===== src/rtl/acs_pkg.sv =====
/*
  Shared constants for the dual-channel asynchronous serial block: APB
  offsets, pointer values, command codes, field positions, reset values,
  receiver and transmitter state encodings.
  Assumes nothing of its surroundings; imported by every design file.
*/
package acs_pkg;

  // ************************************************************
  // APB byte offsets, one 32-bit word per port
  // ************************************************************
  localparam logic [7:0] OFF_DATA_A = 8'h00;
  localparam logic [7:0] OFF_CTRL_A = 8'h04;
  localparam logic [7:0] OFF_DATA_B = 8'h08;
  localparam logic [7:0] OFF_CTRL_B = 8'h0C;

  // ************************************************************
  // Register pointer values held by command_register_0
  // ************************************************************
  localparam logic [2:0] PTR_REG0 = 3'h0;
  localparam logic [2:0] PTR_REG1 = 3'h1;
  localparam logic [2:0] PTR_REG3 = 3'h3;
  localparam logic [2:0] PTR_REG4 = 3'h4;
  localparam logic [2:0] PTR_REG5 = 3'h5;

  // Command field of command_register_0, bits 5..3
  localparam int CMD_LSB = 3;
  localparam logic [2:0] CMD_NULL = 3'h0;
  localparam logic [2:0] CMD_RESET_EXT = 3'h2;
  localparam logic [2:0] CMD_CHAN_RESET = 3'h3;
  localparam logic [2:0] CMD_RESET_TXINT = 3'h5;
  localparam logic [2:0] CMD_ERROR_RESET = 3'h6;

  // ************************************************************
  // Field positions
  // ************************************************************
  localparam int WR1_EXT_IE = 0;
  localparam int WR1_TX_IE = 1;
  localparam int WR1_RX_IE = 3;
  localparam int WR3_RX_EN = 0;
  localparam int WR3_AUTO_EN = 5;
  localparam int WR4_MULT_LSB = 6;
  localparam int WR5_TX_EN = 3;
  localparam int WR5_BREAK = 4;
  localparam int SR0_TX_EMPTY = 2;
  localparam int SR0_RX_AVAIL = 0;
  localparam int SR1_ALL_SENT = 0;
  localparam int SR1_OVERRUN = 5;
  localparam int SR1_FRAMING = 6;

  // Clock multiplier codes and their bit-clock edges per bit
  localparam logic [1:0] MULT_X1 = 2'h0;
  localparam logic [1:0] MULT_X16 = 2'h1;
  localparam logic [1:0] MULT_X32 = 2'h2;
  localparam logic [1:0] MULT_X64 = 2'h3;
  localparam logic [6:0] TICKS_X1 = 7'h01;
  localparam logic [6:0] TICKS_X16 = 7'h10;
  localparam logic [6:0] TICKS_X32 = 7'h20;
  localparam logic [6:0] TICKS_X64 = 7'h40;

  // ************************************************************
  // Reset values and timing
  // ************************************************************
  localparam logic [7:0] WREG_RESET = 8'h00;
  localparam logic [2:0] LAST_DATA_BIT = 3'h7;
  localparam int RX_READY_MAX_CYCLES = 13;
  localparam int MIN_MCLK_PER_BIT = 5;

  typedef enum logic [1:0] {
    RX_IDLE = 2'b00,
    RX_START = 2'b01,
    RX_DATA = 2'b10,
    RX_STOP = 2'b11
  } acs_rx_state_t;

  typedef enum logic [1:0] {
    TX_IDLE = 2'b00,
    TX_START = 2'b01,
    TX_DATA = 2'b10,
    TX_STOP = 2'b11
  } acs_tx_state_t;

endpackage : acs_pkg


===== src/rtl/acs_serial_top.sv =====
/*
  Dual-channel asynchronous serial controller with an APB register slave.
  Each channel has a data port and a pointer-driven control port, its own
  receive and transmit bit clocks and modem status inputs.
  Assumes a 200 MHz mclk, synchronous active-high reset and bit clocks no
  faster than one fifth of mclk; all pins are asynchronous to mclk.
*/
// Functional notes
// - Received character readable within 13 mclk of the last-bit clock edge.
// - Receiver and transmitter take separate bit clocks, one shared multiplier.
// - Transmit-empty flag and interrupt only once the buffer is truly empty.
// - Receive-available flag and interrupt only after the whole character lands.
// - Overrun latches the flag; the newest character overwrites the unread one.
// - Carrier or clear-to-send changes interrupt even with automatic enables.
// - Interrupt request stays asserted while its condition and enable persist.
// - Clearing transmit enable mid-character still completes that character.
// - Clearing receive enable mid-character discards it without an interrupt.
// - Any status-input transition freezes status register zero until a reset-status command or reset.
// - Reset-status command releases the freeze and clears no status bit.
// - After reset-transmit-pending, no empty interrupt until the next write.
// - Error-reset command clears latched receive error flags.
`timescale 1ns/10ps
module acs_serial_top
  import acs_pkg::*;
#(
  parameter int ADDR_WIDTH = 8,
  parameter int CHANNELS = 2
) (
  input wire logic mclk,
  input wire logic rst,
  input wire logic psel,
  input wire logic penable,
  input wire logic pwrite,
  input wire logic [ADDR_WIDTH-1:0] paddr,
  input wire logic [31:0] pwdata,
  output logic [31:0] prdata,
  output logic pready,
  output logic pslverr,
  input wire logic [CHANNELS-1:0] rxd,
  input wire logic [CHANNELS-1:0] rxBitClock,
  input wire logic [CHANNELS-1:0] txBitClock,
  input wire logic [CHANNELS-1:0] carrierDetect,
  input wire logic [CHANNELS-1:0] clearToSend,
  input wire logic [CHANNELS-1:0] syncIn,
  output logic [CHANNELS-1:0] txd,
  output logic intRequest
);

  // ************************************************************
  // Shared helpers
  // ************************************************************

  // Bit-clock edges per serial bit for a multiplier code
  function automatic logic [6:0] bitTicks(input logic [1:0] code);
    unique case (code)
      MULT_X1: bitTicks = TICKS_X1;
      MULT_X16: bitTicks = TICKS_X16;
      MULT_X32: bitTicks = TICKS_X32;
      MULT_X64: bitTicks = TICKS_X64;
    endcase
  endfunction : bitTicks

  localparam int SYNC_W = 6 * CHANNELS;

  logic [SYNC_W-1:0] syncLevel, syncRise;

  // All pins and bit clocks pass the agreement synchroniser
  acs_pin_sync #(.WIDTH(SYNC_W)) pinSync (
    .mclk(mclk),
    .rst(rst),
    .pinIn({syncIn, clearToSend, carrierDetect, txBitClock, rxBitClock, rxd}),
    .level(syncLevel),
    .rise(syncRise)
  );

  // ************************************************************
  // APB slave
  // ************************************************************
  logic apbDone, addrMapped, busCh, busCtrl;
  logic [7:0] readByte;

  logic [2:0] regPtr [CHANNELS];
  logic [7:0] rxBuf [CHANNELS], sr0Read [CHANNELS], sr1Value [CHANNELS];
  logic chanInt [CHANNELS];

  assign apbDone = psel & penable & pready;
  assign addrMapped = (paddr[ADDR_WIDTH-1:4] == '0) && (paddr[1:0] == 2'h0);
  assign busCh = paddr[3];
  assign busCtrl = paddr[2];

  // Read mux; control reads follow the channel pointer
  assign readByte = !busCtrl ? rxBuf[busCh] :
                    (regPtr[busCh] == PTR_REG1) ? sr1Value[busCh] : sr0Read[busCh];

  // One wait state; data captured in the first access cycle
  always_ff @(posedge mclk) begin
    if (rst) begin
      pready <= 1'b0;
      prdata <= 32'h0000_0000;
      pslverr <= 1'b0;
    end else begin
      pready <= psel & penable & ~pready;
      pslverr <= psel & penable & ~pready & ~addrMapped; // Stands with pready only
      if (psel && penable && !pready) begin
        prdata <= (pwrite || !addrMapped) ? 32'h0000_0000 : {24'h00_0000, readByte};
      end
    end
  end

  // Combined request of both channels
  always_ff @(posedge mclk) begin
    if (rst) begin
      intRequest <= 1'b0;
    end else begin
      intRequest <= chanInt[0] | chanInt[1];
    end
  end

  // ************************************************************
  // Channels
  // ************************************************************
  for (genvar ch = 0; ch < CHANNELS; ch++) begin : gChan
    logic dataWr, dataRd, ctrlWr, ctrlRd, chRst, cmdResetExt, cmdErrReset, cmdResetTx;
    logic [2:0] cmdCode, rxBit, txBit;
    logic [7:0] wr1, wr3, wr4, wr5, rxShift, txShift, txBuf, sr0Live, sr0Frozen;
    logic [6:0] ticks, rxCnt, txCnt;
    logic rxLvl, rxTick, txTick, dcdLvl, ctsLvl, syncLvl, extLatched;
    acs_rx_state_t rxState;
    acs_tx_state_t txState;
    logic rxDone, rxAvail, overrun, framingErr, rxBreak;
    logic txFull, txIntPend, txGo, txLine, txPin, txIdle;
    logic [4:0] extLive, extLast;

    // Bus events for this channel, effective only at the completing edge
    assign dataWr = apbDone & pwrite & addrMapped & (busCh == 1'(ch)) & ~busCtrl;
    assign dataRd = apbDone & ~pwrite & addrMapped & (busCh == 1'(ch)) & ~busCtrl;
    assign ctrlWr = apbDone & pwrite & addrMapped & (busCh == 1'(ch)) & busCtrl;
    assign ctrlRd = apbDone & ~pwrite & addrMapped & (busCh == 1'(ch)) & busCtrl;
    assign cmdCode = (ctrlWr && regPtr[ch] == PTR_REG0) ?
                     pwdata[CMD_LSB+2:CMD_LSB] : CMD_NULL;
    assign chRst = rst | (cmdCode == CMD_CHAN_RESET);
    assign cmdResetExt = (cmdCode == CMD_RESET_EXT);
    assign cmdErrReset = (cmdCode == CMD_ERROR_RESET);
    assign cmdResetTx = (cmdCode == CMD_RESET_TXINT);

    // Separate bit clocks per direction, one multiplier setting
    assign ticks = bitTicks(wr4[WR4_MULT_LSB+1:WR4_MULT_LSB]);
    assign rxLvl = syncLevel[ch];
    assign rxTick = syncRise[CHANNELS+ch];
    assign txTick = syncRise[2*CHANNELS+ch]; // Clock at 1/5 mclk still edges cleanly
    assign dcdLvl = syncLevel[3*CHANNELS+ch];
    assign ctsLvl = syncLevel[4*CHANNELS+ch];
    assign syncLvl = syncLevel[5*CHANNELS+ch];

    // Pointer: a command-register write aims it, any other control-port access resets it
    always_ff @(posedge mclk) begin
      if (chRst || ctrlRd || (ctrlWr && regPtr[ch] != PTR_REG0)) begin
        regPtr[ch] <= PTR_REG0;
      end else if (ctrlWr) begin
        regPtr[ch] <= pwdata[2:0];
      end
    end

    // Write registers; unimplemented pointer values are ignored
    always_ff @(posedge mclk) begin
      if (chRst) begin
        wr1 <= WREG_RESET;
        wr3 <= WREG_RESET;
        wr4 <= WREG_RESET;
        wr5 <= WREG_RESET;
      end else if (ctrlWr) begin
        if (regPtr[ch] == PTR_REG1) wr1 <= pwdata[7:0];
        if (regPtr[ch] == PTR_REG3) wr3 <= pwdata[7:0];
        if (regPtr[ch] == PTR_REG4) wr4 <= pwdata[7:0];
        if (regPtr[ch] == PTR_REG5) wr5 <= pwdata[7:0];
      end
    end

    // Receiver: 8 data bits, one stop bit, sampled mid-bit when multiplied
    always_ff @(posedge mclk) begin
      if (chRst || !wr3[WR3_RX_EN]) begin
        rxState <= RX_IDLE; // Partial character dropped on disable
        rxCnt <= 7'h00;
        rxBit <= 3'h0;
        rxShift <= 8'h00;
      end else if (rxTick) begin
        unique case (rxState)
          RX_IDLE: begin
            if (!rxLvl) begin
              // x1 takes data from the next edge; xN rechecks the start mid-bit
              rxState <= (ticks == TICKS_X1) ? RX_DATA : RX_START;
              rxCnt <= (ticks == TICKS_X1) ? 7'h00 : (ticks >> 1) - 7'h01;
            end
          end
          RX_START: begin
            if (rxCnt != 7'h00) begin
              rxCnt <= rxCnt - 7'h01;
            end else begin
              // A start bit that has gone high again is a glitch
              rxState <= rxLvl ? RX_IDLE : RX_DATA;
              rxCnt <= ticks - 7'h01;
            end
          end
          RX_DATA: begin
            if (rxCnt != 7'h00) begin
              rxCnt <= rxCnt - 7'h01;
            end else begin
              rxShift <= {rxLvl, rxShift[7:1]};
              rxCnt <= ticks - 7'h01;
              rxBit <= rxBit + 3'h1;
              if (rxBit == LAST_DATA_BIT) rxState <= RX_STOP;
            end
          end
          RX_STOP: begin
            if (rxCnt != 7'h00) begin
              rxCnt <= rxCnt - 7'h01;
            end else begin
              rxState <= RX_IDLE;
            end
          end
        endcase
      end
    end

    // Completion is on the edge that samples the stop bit
    assign rxDone = rxTick & (rxState == RX_STOP) & (rxCnt == 7'h00) & wr3[WR3_RX_EN];

    // Receive buffer and sticky errors; hardware set wins over clear
    always_ff @(posedge mclk) begin
      if (chRst) begin
        rxBuf[ch] <= 8'h00;
        rxAvail <= 1'b0;
        overrun <= 1'b0;
        framingErr <= 1'b0;
        rxBreak <= 1'b0;
      end else begin
        if (rxDone) rxBuf[ch] <= rxShift; // Newest overwrites unread
        rxAvail <= rxDone | (rxAvail & ~dataRd); // Whole character in buffer
        overrun <= (rxDone & rxAvail & ~dataRd) | (overrun & ~cmdErrReset);
        framingErr <= (rxDone & ~rxLvl) | (framingErr & ~cmdErrReset);
        rxBreak <= (rxDone & ~rxLvl & (rxShift == 8'h00)) | (rxBreak & ~rxLvl);
      end
    end

    // Start only between characters; auto enable waits for clear-to-send
    assign txGo = txTick & (txState == TX_IDLE) & txFull & wr5[WR5_TX_EN] &
                  (~wr3[WR3_AUTO_EN] | ctsLvl);

    // Transmit buffer and its pending interrupt
    always_ff @(posedge mclk) begin
      if (chRst) begin
        txBuf <= 8'h00;
        txFull <= 1'b0;
        txIntPend <= 1'b0;
      end else begin
        if (dataWr) txBuf <= pwdata[7:0];
        txFull <= dataWr | (txFull & ~txGo);
        // Pending only once the buffer has emptied into the shifter
        txIntPend <= txGo | (txIntPend & ~(cmdResetTx | dataWr));
      end
    end

    // Transmit shifter; enable is only looked at between characters
    always_ff @(posedge mclk) begin
      if (chRst) begin
        txState <= TX_IDLE;
        txCnt <= 7'h00;
        txBit <= 3'h0;
        txShift <= 8'h00;
        txLine <= 1'b1;
      end else if (txTick) begin
        unique case (txState)
          TX_IDLE: begin
            if (txGo) begin
              txShift <= txBuf;
              txLine <= 1'b0;
              txCnt <= ticks - 7'h01;
              txState <= TX_START;
            end
          end
          TX_START: begin
            if (txCnt != 7'h00) begin
              txCnt <= txCnt - 7'h01;
            end else begin
              txLine <= txShift[0];
              txBit <= 3'h0;
              txCnt <= ticks - 7'h01;
              txState <= TX_DATA;
            end
          end
          TX_DATA: begin // A disable here does not cut the character short
            if (txCnt != 7'h00) begin
              txCnt <= txCnt - 7'h01;
            end else if (txBit == LAST_DATA_BIT) begin
              txLine <= 1'b1;
              txCnt <= ticks - 7'h01;
              txState <= TX_STOP;
            end else begin
              txLine <= txShift[1];
              txShift <= {1'b0, txShift[7:1]};
              txBit <= txBit + 3'h1;
              txCnt <= ticks - 7'h01;
            end
          end
          TX_STOP: begin
            if (txCnt != 7'h00) begin
              txCnt <= txCnt - 7'h01;
            end else begin
              txState <= TX_IDLE;
            end
          end
        endcase
      end
    end

    // Break forces spacing at once, even mid-character
    always_ff @(posedge mclk) begin
      if (chRst) begin
        txPin <= 1'b1;
      end else begin
        txPin <= wr5[WR5_BREAK] ? 1'b0 : txLine;
      end
    end
    assign txd[ch] = txPin;

    assign txIdle = (txState == TX_IDLE) & ~txFull;

    // Status inputs; carrier and clear-to-send are watched even in auto mode
    assign extLive = {rxBreak, txIdle, ctsLvl, syncLvl, dcdLvl};
    assign sr0Live = {extLive, ~txFull, chanInt[ch], rxAvail};

    // Freeze on a transition; the reset command only releases it
    always_ff @(posedge mclk) begin
      if (chRst) begin
        extLast <= 5'h00;
        extLatched <= 1'b0;
        sr0Frozen <= 8'h00;
      end else begin
        extLast <= extLive;
        if (extLive != extLast && (!extLatched || cmdResetExt)) begin
          extLatched <= 1'b1;
          sr0Frozen <= sr0Live;
        end else if (cmdResetExt) begin
          extLatched <= 1'b0;
        end
      end
    end

    assign sr0Read[ch] = extLatched ? sr0Frozen : sr0Live;
    assign sr1Value[ch] = {1'b0, framingErr, overrun, 4'h0, (txState == TX_IDLE)};

    // Level request that persists while any enabled cause stands
    assign chanInt[ch] = (wr1[WR1_EXT_IE] & extLatched) |
                         (wr1[WR1_TX_IE] & txIntPend) |
                         (wr1[WR1_RX_IE] & (rxAvail | overrun | framingErr));
  end

endmodule : acs_serial_top


===== src/rtl/acs_pin_sync.sv =====
/*
  Three-stage synchroniser with agreement filter for pins and bit clocks.
  Assumes all inputs are asynchronous to mclk and change no faster than
  one level per two mclk periods.
*/
`timescale 1ns/10ps
module acs_pin_sync
  import acs_pkg::*;
#(
  parameter int WIDTH = 1
) (
  input wire logic mclk,
  input wire logic rst,
  input wire logic [WIDTH-1:0] pinIn,
  output logic [WIDTH-1:0] level,
  output logic [WIDTH-1:0] rise
);

  logic [WIDTH-1:0] stage1;
  logic [WIDTH-1:0] stage2;
  logic [WIDTH-1:0] stage3;
  logic [WIDTH-1:0] agree;

  // ************************************************************
  // Capture chain; stage1 feeds stage2 only
  // ************************************************************
  always_ff @(posedge mclk) begin
    if (rst) begin
      stage1 <= '0;
      stage2 <= '0;
      stage3 <= '0;
    end else begin
      stage1 <= pinIn;
      stage2 <= stage1;
      stage3 <= stage2;
    end
  end

  // A change is accepted only once stages two and three agree
  assign agree = ~(stage2 ^ stage3);

  // Filtered level and a one-cycle pulse on each accepted rising change
  always_ff @(posedge mclk) begin
    if (rst) begin
      level <= '0;
      rise <= '0;
    end else begin
      level <= (level & ~agree) | (stage3 & agree);
      rise <= agree & stage3 & ~level;
    end
  end

endmodule : acs_pin_sync


===== config.mk =====
export PLATFORM = sky130hd
export DESIGN_NAME = acs_serial_top
export DESIGN_NICKNAME = d
export VERILOG_FILES = /design/src/rtl/acs_pkg.sv /design/src/rtl/acs_serial_top.sv /design/src/rtl/acs_pin_sync.sv
export SDC_FILE = /design/constraint.sdc
export NUM_CORES = 1
export LEC_CHECK = 0
export ABC_AREA = 1
export BUFFER_PORTS_ARGS = -buffer_cell sky130_fd_sc_hd__buf_2
export CORE_MARGIN = 3
export CORE_UTILIZATION = 30
export CTS_CLUSTER_DIAMETER = 40
export DETAILED_ROUTE_END_ITERATION = 6
export GPL_ROUTABILITY_DRIVEN = 0
export PLACE_DENSITY = 0.43
export SKIP_CTS_REPAIR_TIMING = 1
export SYNTH_ARGS = -nofsm -noshare
export SYNTH_HDL_FRONTEND = slang
export SYNTH_SLANG_ARGS = --single-unit

===== constraint.sdc =====
create_clock -name mclk -period 1.73 [get_ports mclk]
set_clock_uncertainty 0.05 [all_clocks]
set_input_delay 0.173 -clock mclk [delete_from_list [all_inputs] [get_ports mclk]]
set_output_delay 0.173 -clock mclk [all_outputs]
set_load 0.01 [all_outputs]

# Yosys cells after proc, flatten, opt, wreduce, memory -nomap -nowiden
# Memory sizes are Yosys's and may differ from the RTL's.
# Index checks and enable logic that the tools add are counted.
word_totals:
  ram_bits: 22
  elab_cells: 461
  register_bits: 275
  out_inout_bits: 37
  memories: 2
  input_bits: 57
memory_table:
  columns: ["name", "words", "word_bits", "read_ports", "rd_ports_with_merged_regs", "write_ports", "line_no", "text"]
  rows:
  - ["rxBuf", 2, 8, 1, 0, 2, "acs_serial_top.sv:83", "logic [7:0] rxBuf [CHANNELS], sr0Read [CHANNELS], sr1Value [CHANNELS];"]
  - ["regPtr", 2, 3, 3, 0, 2, "acs_serial_top.sv:82", "logic [2:0] regPtr [CHANNELS];"]
op_classes:
  n_reduce_logical: 80
  n_addsub: 12
  magnitude_cmp: 1
  bitwise_logic: 123
  n_eq_ne: 69
  muxes: 117
ops:
  columns: ["cell", "n"]
  rows:
  - ["$mux W8", 18]
  - ["$mux W7", 15]
  - ["$pmux W7 S3", 4]
  - ["$and A1 B1 Y1", 62]
  - ["$pmux W7 S4", 2]
  - ["$mux W2", 24]
  - ["$ne A2 B2 Y1 const B", 24]
  - ["$sub A7 B1 Y7 const B", 6]
  - ["$eq A3 B3 Y1 const B", 12]
  - ["$mux W1", 34]
  - ["$pmux W2 S4", 4]
  - ["$pmux W8 S2", 2]
  - ["$or A1 B1 Y1", 31]
  - ["$mux W3", 10]
  - ["$reduce_and A5 Y1", 6]
  - ["$reduce_bool A7 Y1", 4]
  - ["$and A12 B12 Y12", 2]
  - ["$eq A2 B2 Y1 const B", 12]
  - ["$not A12 Y12", 2]
  - ["$reduce_and A6 Y1", 4]
  - ["$not A1 Y1", 21]
  - ["$eq A3 B2 Y1 const B", 6]
  - ["$reduce_and A3 Y1", 6]
  - ["$logic_not A8 Y1", 2]
  - ["26 further kinds", 89]

# Longest topological paths before layout
# Gate-level depths: netlist of the first run.
logic_depth:
  word_depth: 15
  mapped_depth: 13
  mapped_depth_nobuf: 13

# Modules after synthesis
# Synthesis of the first run repeated with hierarchy kept, for this count alone.
unflattened:
  hier_cells: 1613
  hier_area_um2: 12074.1
by_module_without_submodules:
  columns: ["module", "seq_area_each_um2", "area_each_um2", "n_inst", "cells_each"]
  rows:
  - ["acs_serial_top", 4043.9, 10075.9, 1, 1378]
  - ["acs_pin_sync", 1201.2, 1998.2, 1, 235]

# Worst setup path after synthesis of the first run
# Ideal clock, no wire load.
synth_timing:
  path_kind: "register to register"
  startpoint: "register pready"
  endpoint: "memory rxBuf[1][0], enable pin"
  synth_period_minus_slack_ns: 1.958
  setup_ns: 0.329
  path_buffers: 1
  t_arrival_ns: 1.579
  stages_incl_launch_ff: 10
  t_required_ns: 1.351
  setup_slack_ns: -0.228
  cell_sequence: "dfxtp_1 nand3_2 nor2_4 nand4_4 nor2_4 nand4_1 nand2_2 inv_2 buf_2 nand2_1"
synth_rtl:
  columns: ["element", "line_no", "text"]
  rows:
  - ["start: declaration", "acs_serial_top.sv:37", "output logic pready,"]
  - ["start signal: assignment", "acs_serial_top.sv:102", "pready <= psel & penable & ~pready;"]
  - ["end: declaration", "acs_serial_top.sv:83", null]

# Worst setup path after layout of the first run
layout_timing:
  startpoint: "register pready"
  endpoint: "register gChan[0].rxCnt[6]"
layout_between:
  elab_chain_cells: 10
layout_lines:
  columns: ["element", "line_no", "text"]
  rows:
  - ["$and A1 B1 Y1", "acs_serial_top.sv:86", "assign apbDone = psel & penable & pready;"]
  - ["$and A1 B1 Y1 (4 in a row)", "acs_serial_top.sv:137", "assign ctrlWr = apbDone & pwrite & addrMapped & (busCh == 1'(ch)) & busCtrl;"]
  - ["$logic_and A1 B1 Y1", "acs_serial_top.sv:139", "assign cmdCode = (ctrlWr && regPtr[ch] == PTR_REG0) ?"]
  - ["$mux W3", "acs_serial_top.sv:139", null]
  - ["$eq A3 B2 Y1", "acs_serial_top.sv:141", "assign chRst = rst | (cmdCode == CMD_CHAN_RESET);"]
  - ["$or A1 B1 Y1", "acs_serial_top.sv:141", null]
  - ["$logic_or A1 B1 Y1", "acs_serial_top.sv:181", "if (chRst || !wr3[WR3_RX_EN]) begin"]
  - ["end signal: assignment", "acs_serial_top.sv:192", "rxCnt <= (ticks == TICKS_X1) ? 7'h00 : (ticks >> 1) - 7'h01;"]
  - ["end signal: assignment", "acs_serial_top.sv:197", "rxCnt <= rxCnt - 7'h01;"]
  - ["end signal: assignment", "acs_serial_top.sv:201", "rxCnt <= ticks - 7'h01;"]
  - ["end: declaration", "acs_serial_top.sv:126", "logic [6:0] ticks, rxCnt, txCnt;"]
# Every way passes these cells.
# A chain may end at the register's enable or synchronous reset.

==> results of run 1 <==
layer usage:
layer / vias up / global-route usage
met5: - / 0
met2: 97 / 0.238
met4: 0 / 0.0334
li1: 5401 / -
met3: 39 / 0.0277
met1: 4733 / 0.199
stage by stage:
| step | setup TNS, ps | total power, uW | setup slack (ps) |
|---|---|---|---|
| after floorplan | -854 | 6340 | -50.4 |
| after global placement | -9130 | 6520 | -99.6 |
| after detailed placement | -12640 | 6520 | -127 |
| after CTS | -3470 | 14900 | -79.4 |
| after global routing | -10450 | 15400 | -153 |
| final | -334 | 14800 | -19.3 |
worst max-delay path: stages, from the launching register on:
cell       delay [ps]
dfxtp_4           350
nand3_4           100
nor2_4            160
nand4_4           110
nor2_4            150
nand4_1           140
nand2_4           160
clkinv_8          120
nand2_8           100
clkbuf_16         160
nor2_1             40
state kept, by name, summed over array words and instances (netlist names), 4 cells and up, named ones only:
name	count
rxBuf	16
gChan.txState	4
gChan.wr3	4
gChan.sr0Frozen	16
pinSync.rise	4
gChan.txBit	6
gChan.extLast	10
gChan.rxShift	16
gChan.wr5	4
gChan.wr1	6
gChan.rxBit	6
gChan.wr4	4
gChan.rxCnt	14
gChan.txBuf	16
prdata	8
gChan.txCnt	14
regPtr	6
pinSync.stage2	12
pinSync.stage3	12
gChan.rxState	4
gChan.txShift	16
pinSync.stage1	12
kinds of logic after synthesis:
group           Yosys count  share of synthesized area
xor+xnor                 26                     0.0197
flops                   243                      0.441
compound gates          313                      0.148
other cells               1                   0.000325
mux                       1                   0.000867
fa+ha+maj                41                     0.0445
simple gates            631                      0.246
buf+inv                 254                     0.0995
where the power goes:
| part | leakage [uW] | internal, uW | switching, uW |
|---|---|---|---|
| sequential | 0.00202 | 5770 | 46.3 |
| combinational | 0.00373 | 282 | 439 |
| clock | 0.000686 | 5260 | 3020 |
| total | 0.00644 | 11300 | 3500 |
final cells by class:
type	instances	area (sq um)
fill	3932	22000
clock buffer	47	1130
clock inverter	29	300
inverter	170	658
timing repair buffer	232	1970
multi-input combinational	1037	5980
sequential	243	5100
antenna	2	5.00
tap	511	639
worst paths after layout:
check,from,to,slack (ps),cells past startpoint
worst min-delay path,pwdata[4],gChan[1].txBuf[4],20,3
worst max-delay path,pready,gChan[0].rxCnt[6],-20,10
worst min register to register,pinSync.stage1[6],pinSync.stage2[6],350,2
worst max register to register,pready,gChan[0].rxCnt[6],-20,10
cell usage in the layout, fill, tap and decap left out, types with 9 or more instances in the layout:
cell and n:
nor3_1 15, clkbuf_16 50, conb_1 24, nand2_1 221
inv_6 10, buf_6 16, nand2_2 15, ha_1 33
o21ai_0 53, buf_4 134, inv_1 145, dlygate4sd3_1 18
a21oi_1 151, xor2_1 15, o21ai_1 16, edfxtp_1 22
xnor2_1 10, buf_2 46, nand4_1 57, a211oi_1 9
nor2_2 11, inv_2 17, nor2_1 203, buf_12 9
or2_2 9, o211ai_1 19, a21oi_2 32, nand3_1 49
nor2_4 10, dfxtp_1 212
==> summary.md, run 1 <==
| Metric | Value |
|---|---|
| Post-route cell area | approximately 16000 sq um |
| Worst setup EP type | flop |
| Yosys top cell area share | 0.383 |
| Top post-synthesis cells by count | 236 x nand2_1, 221 x dfxtp_1, 218 x nor2_1 |
| Root buf cell | clkbuf_16 |
| Drt total wl | 31.3 mm |
| 1st-iter DRT viols | 538 |
| Die Span Y | 202 microns |
| Tmin final | around 1700 ps |
| Number of global-route vias before repair | 9625 |
| Setup CP Type | flop to flop |
| Nets@finish | approximately 1800 |
| Outcome | finished, violations left |
| Cts bufs inserted | 41 |
| Fmax | between 500 and 600 MHz |
| Met1 wire length | between 15 and 20 mm |
| DRC | 0 |
| Die ar. | ~40000 sq um |
| Maxcap violations | 0 |
| DIE WIDTH | 202 microns |
| DP HPWL | ~22 mm |
| Synthesized cell area | between 10000 and 15000 sq um |
| EDFF count, synth | 22 |
| Vias per cell | 4.52 |
| Count leader, synth | nand2_1 |
| Pwr dens | 938 nW/um^2 |
| DR WL/cell | between 10 and 15 microns |
| Global-route wire length before repair | 49.3 mm |
| Top post-synthesis cells by area | dfxtp_1 38%, a21oi_1 7.9%, nand2_1 7.7% |
| # setup viols final | 42 |
| Type of origin of the critical path | flop |
| Fin crit share | 1.01 |
| Failing checks | negative setup slack |
| Initial antenna violation count | 1 |
| Total track usage | 0.145 |
| DR WL met3 | 987 microns |
| Finished Layout Cells | ~2300 |
| Via count | a little over 10000 |
| Port buffer count | 45 |
| Hold Slack | 17.1 ps |
| Ys flop type | dfxtp_1 |
| Cells after Synth | 1510 |
| CTS HTree Levels | 2 |
| Area grow syn2layout | 36.8% |
| TritonCTS clock tree | done |
| Final Hold Vio Count | 0 |
| Max-slew violation count | 0 |
| #FFs+latches synth | roughly 240 |
| Clock Pin Slew Worst Setup and Hold Paths | roughly 50 ps |
| Worst vdd ir | between 0.7 and 0.8 mV |
| Seq/Total Area, Yosys | 0.441 |
| Clock Path Buffers | 3 |
| Largest net degree at the start of global routing | 55 |
| Wire length on met2 | 14.6 mm |
| RSZ-0062 raised after global routing | yes |
| Asr flop ratio synth | 0 |
| Site Rows | 71 |
| Sink Count | about 240 |
| Hold Path Class | primary input to flop |
| Synth Warn # | 0 |
| Util after Layout | 0.418 |
| Slew @ Worst Pin | around 540 ps |
| Data arrival time of the worst path | about 2100 ps |
| Initial core utilization | 0.306 |
| Placed Area | roughly 13000 sq um |
| Synth area leader | dfxtp_1 |
| Drt pass-1 iters | 4 |
| Worst EP required | around 2100 ps |
| Layout cell share with drive strength beyond 1 | 0.259 |
| Max layer used | met4 |
| Slew headroom | 0.637 |
| Remaining Overflow, GRT | 0 |
| Routed Antenna Nets | 0 |
| Clk Latency, worst-skew pair | roughly 520 ps |
| Critical path fanouts, max | 8 |
| Unique masters post-synth | between 50 and 60 |
| I/O pin count | 94 |
| DP Cell Count | roughly 2100 |
| Final worst slack | -19.3 ps |
| Post-synthesis average cell area | between 7 and 8 sq um |
| Core footprint | 37800 sq um |
| Pleak | about 0.0064 uW |
(Power assumes the default switching activity.)
==> run 2: changes to the inputs <==
CORE_UTILIZATION = 50   (was 30)
PLACE_DENSITY = 0.67   (was 0.43)
==> run 2 against run 1 <==
Effect of this change:
- the run still ends with negative setup slack left
- global-route usage is 7.8 points higher
- die area is 39% lower
- worst hold slack better by 26 ps
- cell area is 4.4% lower
- critical path type unchanged
==> summary.md, run 2 (same netlist as run 1, synthesis figures left out) <==
| Metric | Value |
|---|---|
| Worst EP required | 2090 ps (about the same) |
| Cts bufs inserted | 38 (-7.3%) |
| Final Hold Vio Count | 0 (unchanged) |
| Filler cells | 1770 (-55%) |
| Total track usage | 0.223 (+0.0778) |
| I/O pin count | 94 (unchanged) |
| Tmin final | 1820 ps (+71.4 ps) |
| Crit path max-delay family | compound AO/OA/AOI/OAI gates |
| Root buf cell | clkbuf_16 |
| Pwr dens | 947 nW/um^2 (+0.97%) |
| Reg power frac | 0.408 (+0.015) |
| Sink Count | 243 (unchanged) |
| Final worst slack | -90.7 ps (-71.4 ps) |
| Post-place setup slack | -136 ps (-8.42 ps) |
| Data arrival time of the worst path | 2180 ps (+70 ps) |
| Max-slew violation count | 0 (unchanged) |
| Hold Slack | 43.4 ps (+26.3 ps) |
| Site Rows | 54 (-24%) |
| Slew headroom | 0.642 (+0.00453) |
| Initial core utilization | 0.519 (+0.213) |
| Switching power total | 3210 uW (-8.2%) |
| DP HPWL | 19.6 mm (-11%) |
| Critical path fanouts, max | 5 (-3) |
| Clock power frac | 0.547 (-0.011) |
| Vias per cell | 5.27 (+17%) |
| Failing checks | negative setup slack |
| Net Sw Frac | 0.225 (-0.0117) |
| Core footprint | 22200 sq um (-41%) |
| RSZ-0062 raised after global routing | yes |
| Most common cell after layout, fill and taps aside | nand2_1 |
| Buf/Inv on CP | 2 (unchanged) |
| Largest net degree at the start of global routing | 55 (unchanged) |
| Routed Antenna Nets | 0 (unchanged) |
| Die ar. | 24900 sq um (-39%) |
| Layout cell share with drive strength beyond 1 | 0.249 (-0.00954) |
| Commonest non-fill, non-tap cells in the layout | 223 x nand2_1, 208 x dfxtp_1, 196 x nor2_1, 148 x a21oi_1, 146 x inv_1 |
| Critical Path Max Stage Delay | 370 ps (+20 ps) |
| Maxcap violations | 0 (unchanged) |
| Fin crit share | 1.05 (+0.0413) |
| Ant. Diodes | 0 (-2) |
| Die Span Y | 158 microns (-22%) |
| Remaining Overflow, GRT | 0 (unchanged) |
| Util after Layout | 0.679 (+0.261) |
| Number of global-route vias before repair | 9603 (-0.23%) |
| Outcome | finished, violations left |
| TritonCTS clock tree | done |
| Clock Path Buffers | 3 (unchanged) |
| Combinational fraction of design power | 0.045 (-0.004) |
| Via count | 10600 (+3.2%) |
| Port buffer count | 45 (unchanged) |
| Drt total wl | 30.1 mm (-4.1%) |
| Clock Pin Slew Worst Setup and Hold Paths | 60 ps (about the same) |
| Critical Path, Cell by Cell | inv_1, ha_1, o31ai_1, o211ai_1, buf_4, a21oi_2, nor2_4 |
| Slew @ Worst Pin | 538 ps (-6.79 ps) |
| Worst vdd ir | 0.777 mV (+5.9%) |
| Type of origin of the critical path | flop |
| CTS HTree Levels | 2 (unchanged) |
| CP max stage cell | dfxtp_2 |
| Worst setup EP type | flop |
| DRC | 0 (unchanged) |
| DR WL/cell | 15.0 microns (+8.4%) |
| Reg area | 5100 sq um (about the same) |
| Nets@finish | 1797 (-1.4%) |
| # setup viols final | 100 (+140%) |
| Fmax | 549 MHz (-3.9%) |
| 1st-iter DRT viols | 748 (+39%) |
| DIE WIDTH | 158 microns (-22%) |
| Clk Latency, worst-skew pair | 510 ps (about the same) |
| Hold Path Class | primary input to flop |
| Multi-input gate area | 6000 sq um (+0.25%) |
| Initial antenna violation count | 0 (-1) |
| Internal power | 11100 uW (-2.0%) |
| Setup CP Type | flop to flop |
| Pleak | 0.00623 uW (-3.3%) |
| Global-route wire length before repair | 45.9 mm (-6.9%) |
| Drt pass-1 iters | 6 (+2) |
| Area grow syn2layout | 30.8% |
-- run 2: layout make-up --
class,instances,area share
clock buffers,52,0.0776
clock inverters,18,0.0117
inverters,170,0.0431
multi-input cells,1036,0.397
flip-flops and latches,243,0.338
well taps,280,0.0232
repair buffers,210,0.109
-- run 2: tightest hold or removal path: cells and delay by family --
family                 cells  cell delay [ps]
buffers and inverters      1              190
and+or+nand+nor            1              120
AOI/OAI and AO/OA          1               60
-- run 2: worst paths after layout --
check,from,endpoint,slack [ps],cells past startpoint
worst min register to register,pinSync.stage1[2],pinSync.stage2[2],350,2
worst max-delay path,gChan[1].rxState[0],gChan[1].rxState[1],-90,7
worst max register to register,gChan[1].rxState[0],gChan[1].rxState[1],-90,7
worst min-delay path,pwdata[4],gChan[1].txBuf[4],40,3
-- run 2: per-layer routing --
metal	GRT usage	up-vias	wire, microns
li1	-	5332	-
met1	0.290	4917	13000
met5	0	-	0
met2	0.379	281	14700
met4	0.0620	0	728
met3	0.0432	65	1540
-- run 2: per-stage QoR --
step,cell area (sq um),power (uW),setup TNS [ps],cells
2_1_floorplan,11700,6340,-854,1533
3_3_place_gp,12600,6460,-3110,1882
3_5_place_dp,12600,6470,-7830,1882
4_1_cts,14000,14300,-8360,1952
5_1_grt,15100,14800,-14310,2009
6_report,15100,14300,-2970,2009
-- run 2: power by group through the flow --
stage,clock [uW],combinational (uW),sequential (uW)
2_1_floorplan,0,419,5920
3_3_place_gp,0,522,5940
3_5_place_dp,0,532,5940
4_1_cts,7950,537,5830
5_1_grt,8250,703,5840
6_report,7830,639,5830
==> run 3: changes to the inputs <==
MAX_ROUTING_LAYER = met4   (was unset)
==> run 3 against run 2 <==
Effect of this change:
- the flow still finishes with violations (negative setup slack)
- highest routed layer unchanged
- count of clock-buffer cells in the layout stayed put
- critical endpoint unchanged
- worst hold slack lost 3.0 ps
- clock power is essentially flat
- core utilization is 1.1 points higher
- largest cell class unchanged
- non-clock buffer count up 4
- final cell count grew 0.20%
==> summary.md, run 3 (same netlist as run 1, synthesis figures left out) <==
| Metric | Value |
|---|---|
| Clock Pin Slew Worst Setup and Hold Paths | 60 ps (about the same) |
| Maxcap violations | 0 (unchanged) |
| Routed Antenna Nets | 0 (unchanged) |
| Cts bufs inserted | 38 (unchanged) |
| Final TNS setup | -2010 ps (+968 ps) |
| DP HPWL | 19.6 mm (unchanged) |
| Finished Layout Cells | 2013 (+0.20%) |
| Ant. Diodes | 0 (unchanged) |
| Pleak | 0.00631 uW (+1.4%) |
| Total track usage | 0.230 (+0.00710) |
| Data arrival time of the worst path | 2150 ps (-30 ps) |
| Initial core utilization | 0.519 (unchanged) |
| Initial antenna violation count | 0 (unchanged) |
| RSZ-0062 raised after global routing | yes |
| # setup viols final | 109 (+9.0%) |
| 1st-iter DRT viols | 830 (+11%) |
| Hold Path Class | primary input to flop |
| Global-route wire length before repair | 46.0 mm (+0.15%) |
| DR WL/cell | 15.2 microns (+1.3%) |
| Sink Count | 243 (unchanged) |
| Drt pass-1 iters | 5 (-1) |
| Hold Slack | 40.5 ps (-2.96 ps) |
| Combinational fraction of design power | 0.047 (+0.002) |
| HP Start | pwdata[4] |
| Drt total wl | 30.5 mm (+1.5%) |
| I/O pin count | 94 (unchanged) |
| Setup CP Type | flop to flop |
| Max-slew violation count | 0 (unchanged) |
| Slew @ Worst Pin | 543 ps (+5.48 ps) |
| Fin crit share | 1.03 (-0.0186) |
| Clock power frac | 0.546 (about the same) |
| Nets@finish | 1801 (+0.22%) |
| Root buf cell | clkbuf_16 |
| Filler cells | 1727 (-2.4%) |
| Worst setup EP type | flop |
| Remaining Overflow, GRT | 0 (unchanged) |
| Failing checks | negative setup slack |
| Internal power | 11100 uW (+0.21%) |
| Clock Path Buffers | 3 (unchanged) |
| Net Sw Frac | 0.225 (about the same) |
| Critical Path, Cell by Cell | inv_1, ha_1, o31ai_1, o211ai_1, buf_4, a21oi_2, nor2_4 |
| Port buffer count | 45 (unchanged) |
| Crit. Startpoint | gChan[1].rxState[0] |
| Fmax | 559 MHz (+1.8%) |
| Die Span Y | 158 microns (unchanged) |
| Outcome | finished, violations left |
| Slew headroom | 0.638 (-0.00365) |
| TritonCTS clock tree | done |
| Launch point of the worst reg-to-reg path | gChan[1].rxState[0] |
| Layout cell share with drive strength beyond 1 | 0.262 (+0.0127) |
| Commonest non-fill, non-tap cells in the layout | 220 x nand2_1, 207 x dfxtp_1, 191 x nor2_1, 147 x inv_1, 139 x a21oi_1 |
| DIE WIDTH | 158 microns (unchanged) |
| Worst vdd ir | 0.775 mV (-0.25%) |
| Pwr dens | 935 nW/um^2 (-1.4%) |
| DRC | 0 (unchanged) |
| DP Cell Count | 1882 (unchanged) |
| Most common cell after layout, fill and taps aside | nand2_1 |
| Largest net degree at the start of global routing | 55 (unchanged) |
| Die ar. | 24900 sq um (unchanged) |
| Number of global-route vias before repair | 9589 (-0.15%) |
| Post-place setup slack | -136 ps (unchanged) |
| Final worst slack | -58.5 ps (+32.2 ps) |
| Type of origin of the critical path | flop |
| Vias per cell | 5.29 (+0.25%) |
| CTS HTree Levels | 2 (unchanged) |
| Area grow syn2layout | 32.9% |
| Core footprint | 22200 sq um (unchanged) |
| Tmin final | 1790 ps (-32.2 ps) |
| Via count | 10600 (+0.45%) |
| Worst EP required | 2090 ps (about the same) |
| Switching power total | 3220 uW (+0.29%) |
| Critical Path Max Stage Delay | 360 ps (about the same) |
| Clk Latency, worst-skew pair | 520 ps (about the same) |
| CP max stage cell | dfxtp_2 |
| Reg power frac | 0.407 (about the same) |
| Critical path fanouts, max | 5 (unchanged) |
| Site Rows | 54 (unchanged) |
| Final Hold Vio Count | 0 (unchanged) |
[run 3: cell count changes in the layout (fill, tap and decap cells not counted), sizes merged]
cell and change:
clkbuf +4, buf -1, dlygate4sd3 +1
[run 3: per-stage QoR]
stage               utilization  cell area [sq um]  power (uW)
finish                    0.690              15300       14300
global route              0.690              15300       14800
CTS                       0.628              14000       14300
detailed placement        0.568              12600        6470
global placement          0.568              12600        6460
floorplan                     -              11700        6340
[run 3: final timing paths]
check	endpoint	slack, ps	cells after the start
max	gChan[1].rxState[1]	-60	7
min reg2reg	pinSync.stage2[2]	350	2
max reg2reg	gChan[1].rxState[1]	-60	7
min	gChan[1].txBuf[4]	40	3
[run 3: routing by layer]
metal  global-route usage  part of all wire  vias to the layer above
li1                     -                 -                     5341
met1                0.291              0.43                     4997
met2                0.379              0.50                      248
met3               0.0432             0.045                       57
met4               0.0620             0.022                        0
met5                    -                 0                        -
[run 3: power groups by stage]
stage	combinational, uW	clock [uW]	sequential, uW
after floorplan	419	0	5920
final	677	7820	5830
after global placement	522	0	5940
after global routing	743	8240	5840
after CTS	537	7950	5830
after detailed placement	532	0	5940
[run 3: layout make-up]
class | instances | area (sq um) | share of cell area
Timing Repair Buffer | 214 | 1800 | 0.117
Clock inverter | 18 | 176 | 0.0115
Clock buffer | 52 | 1170 | 0.0764
Multi-Input combinational cell | 1036 | 6080 | 0.396
Tap cell | 280 | 350 | 0.0228
Sequential cell | 243 | 5100 | 0.333
Inverter | 170 | 658 | 0.0429
[run 3: worst max-delay path: cells and delay by family (launching register included)]
kind / cells / cell delay [ps]
AO/OA/AOI/OAI: 3 / 650
flip-flops: 1 / 360
adder cells (fa/ha/maj): 1 / 290
buffers and inverters: 2 / 280
AND/OR/NAND/NOR: 1 / 50
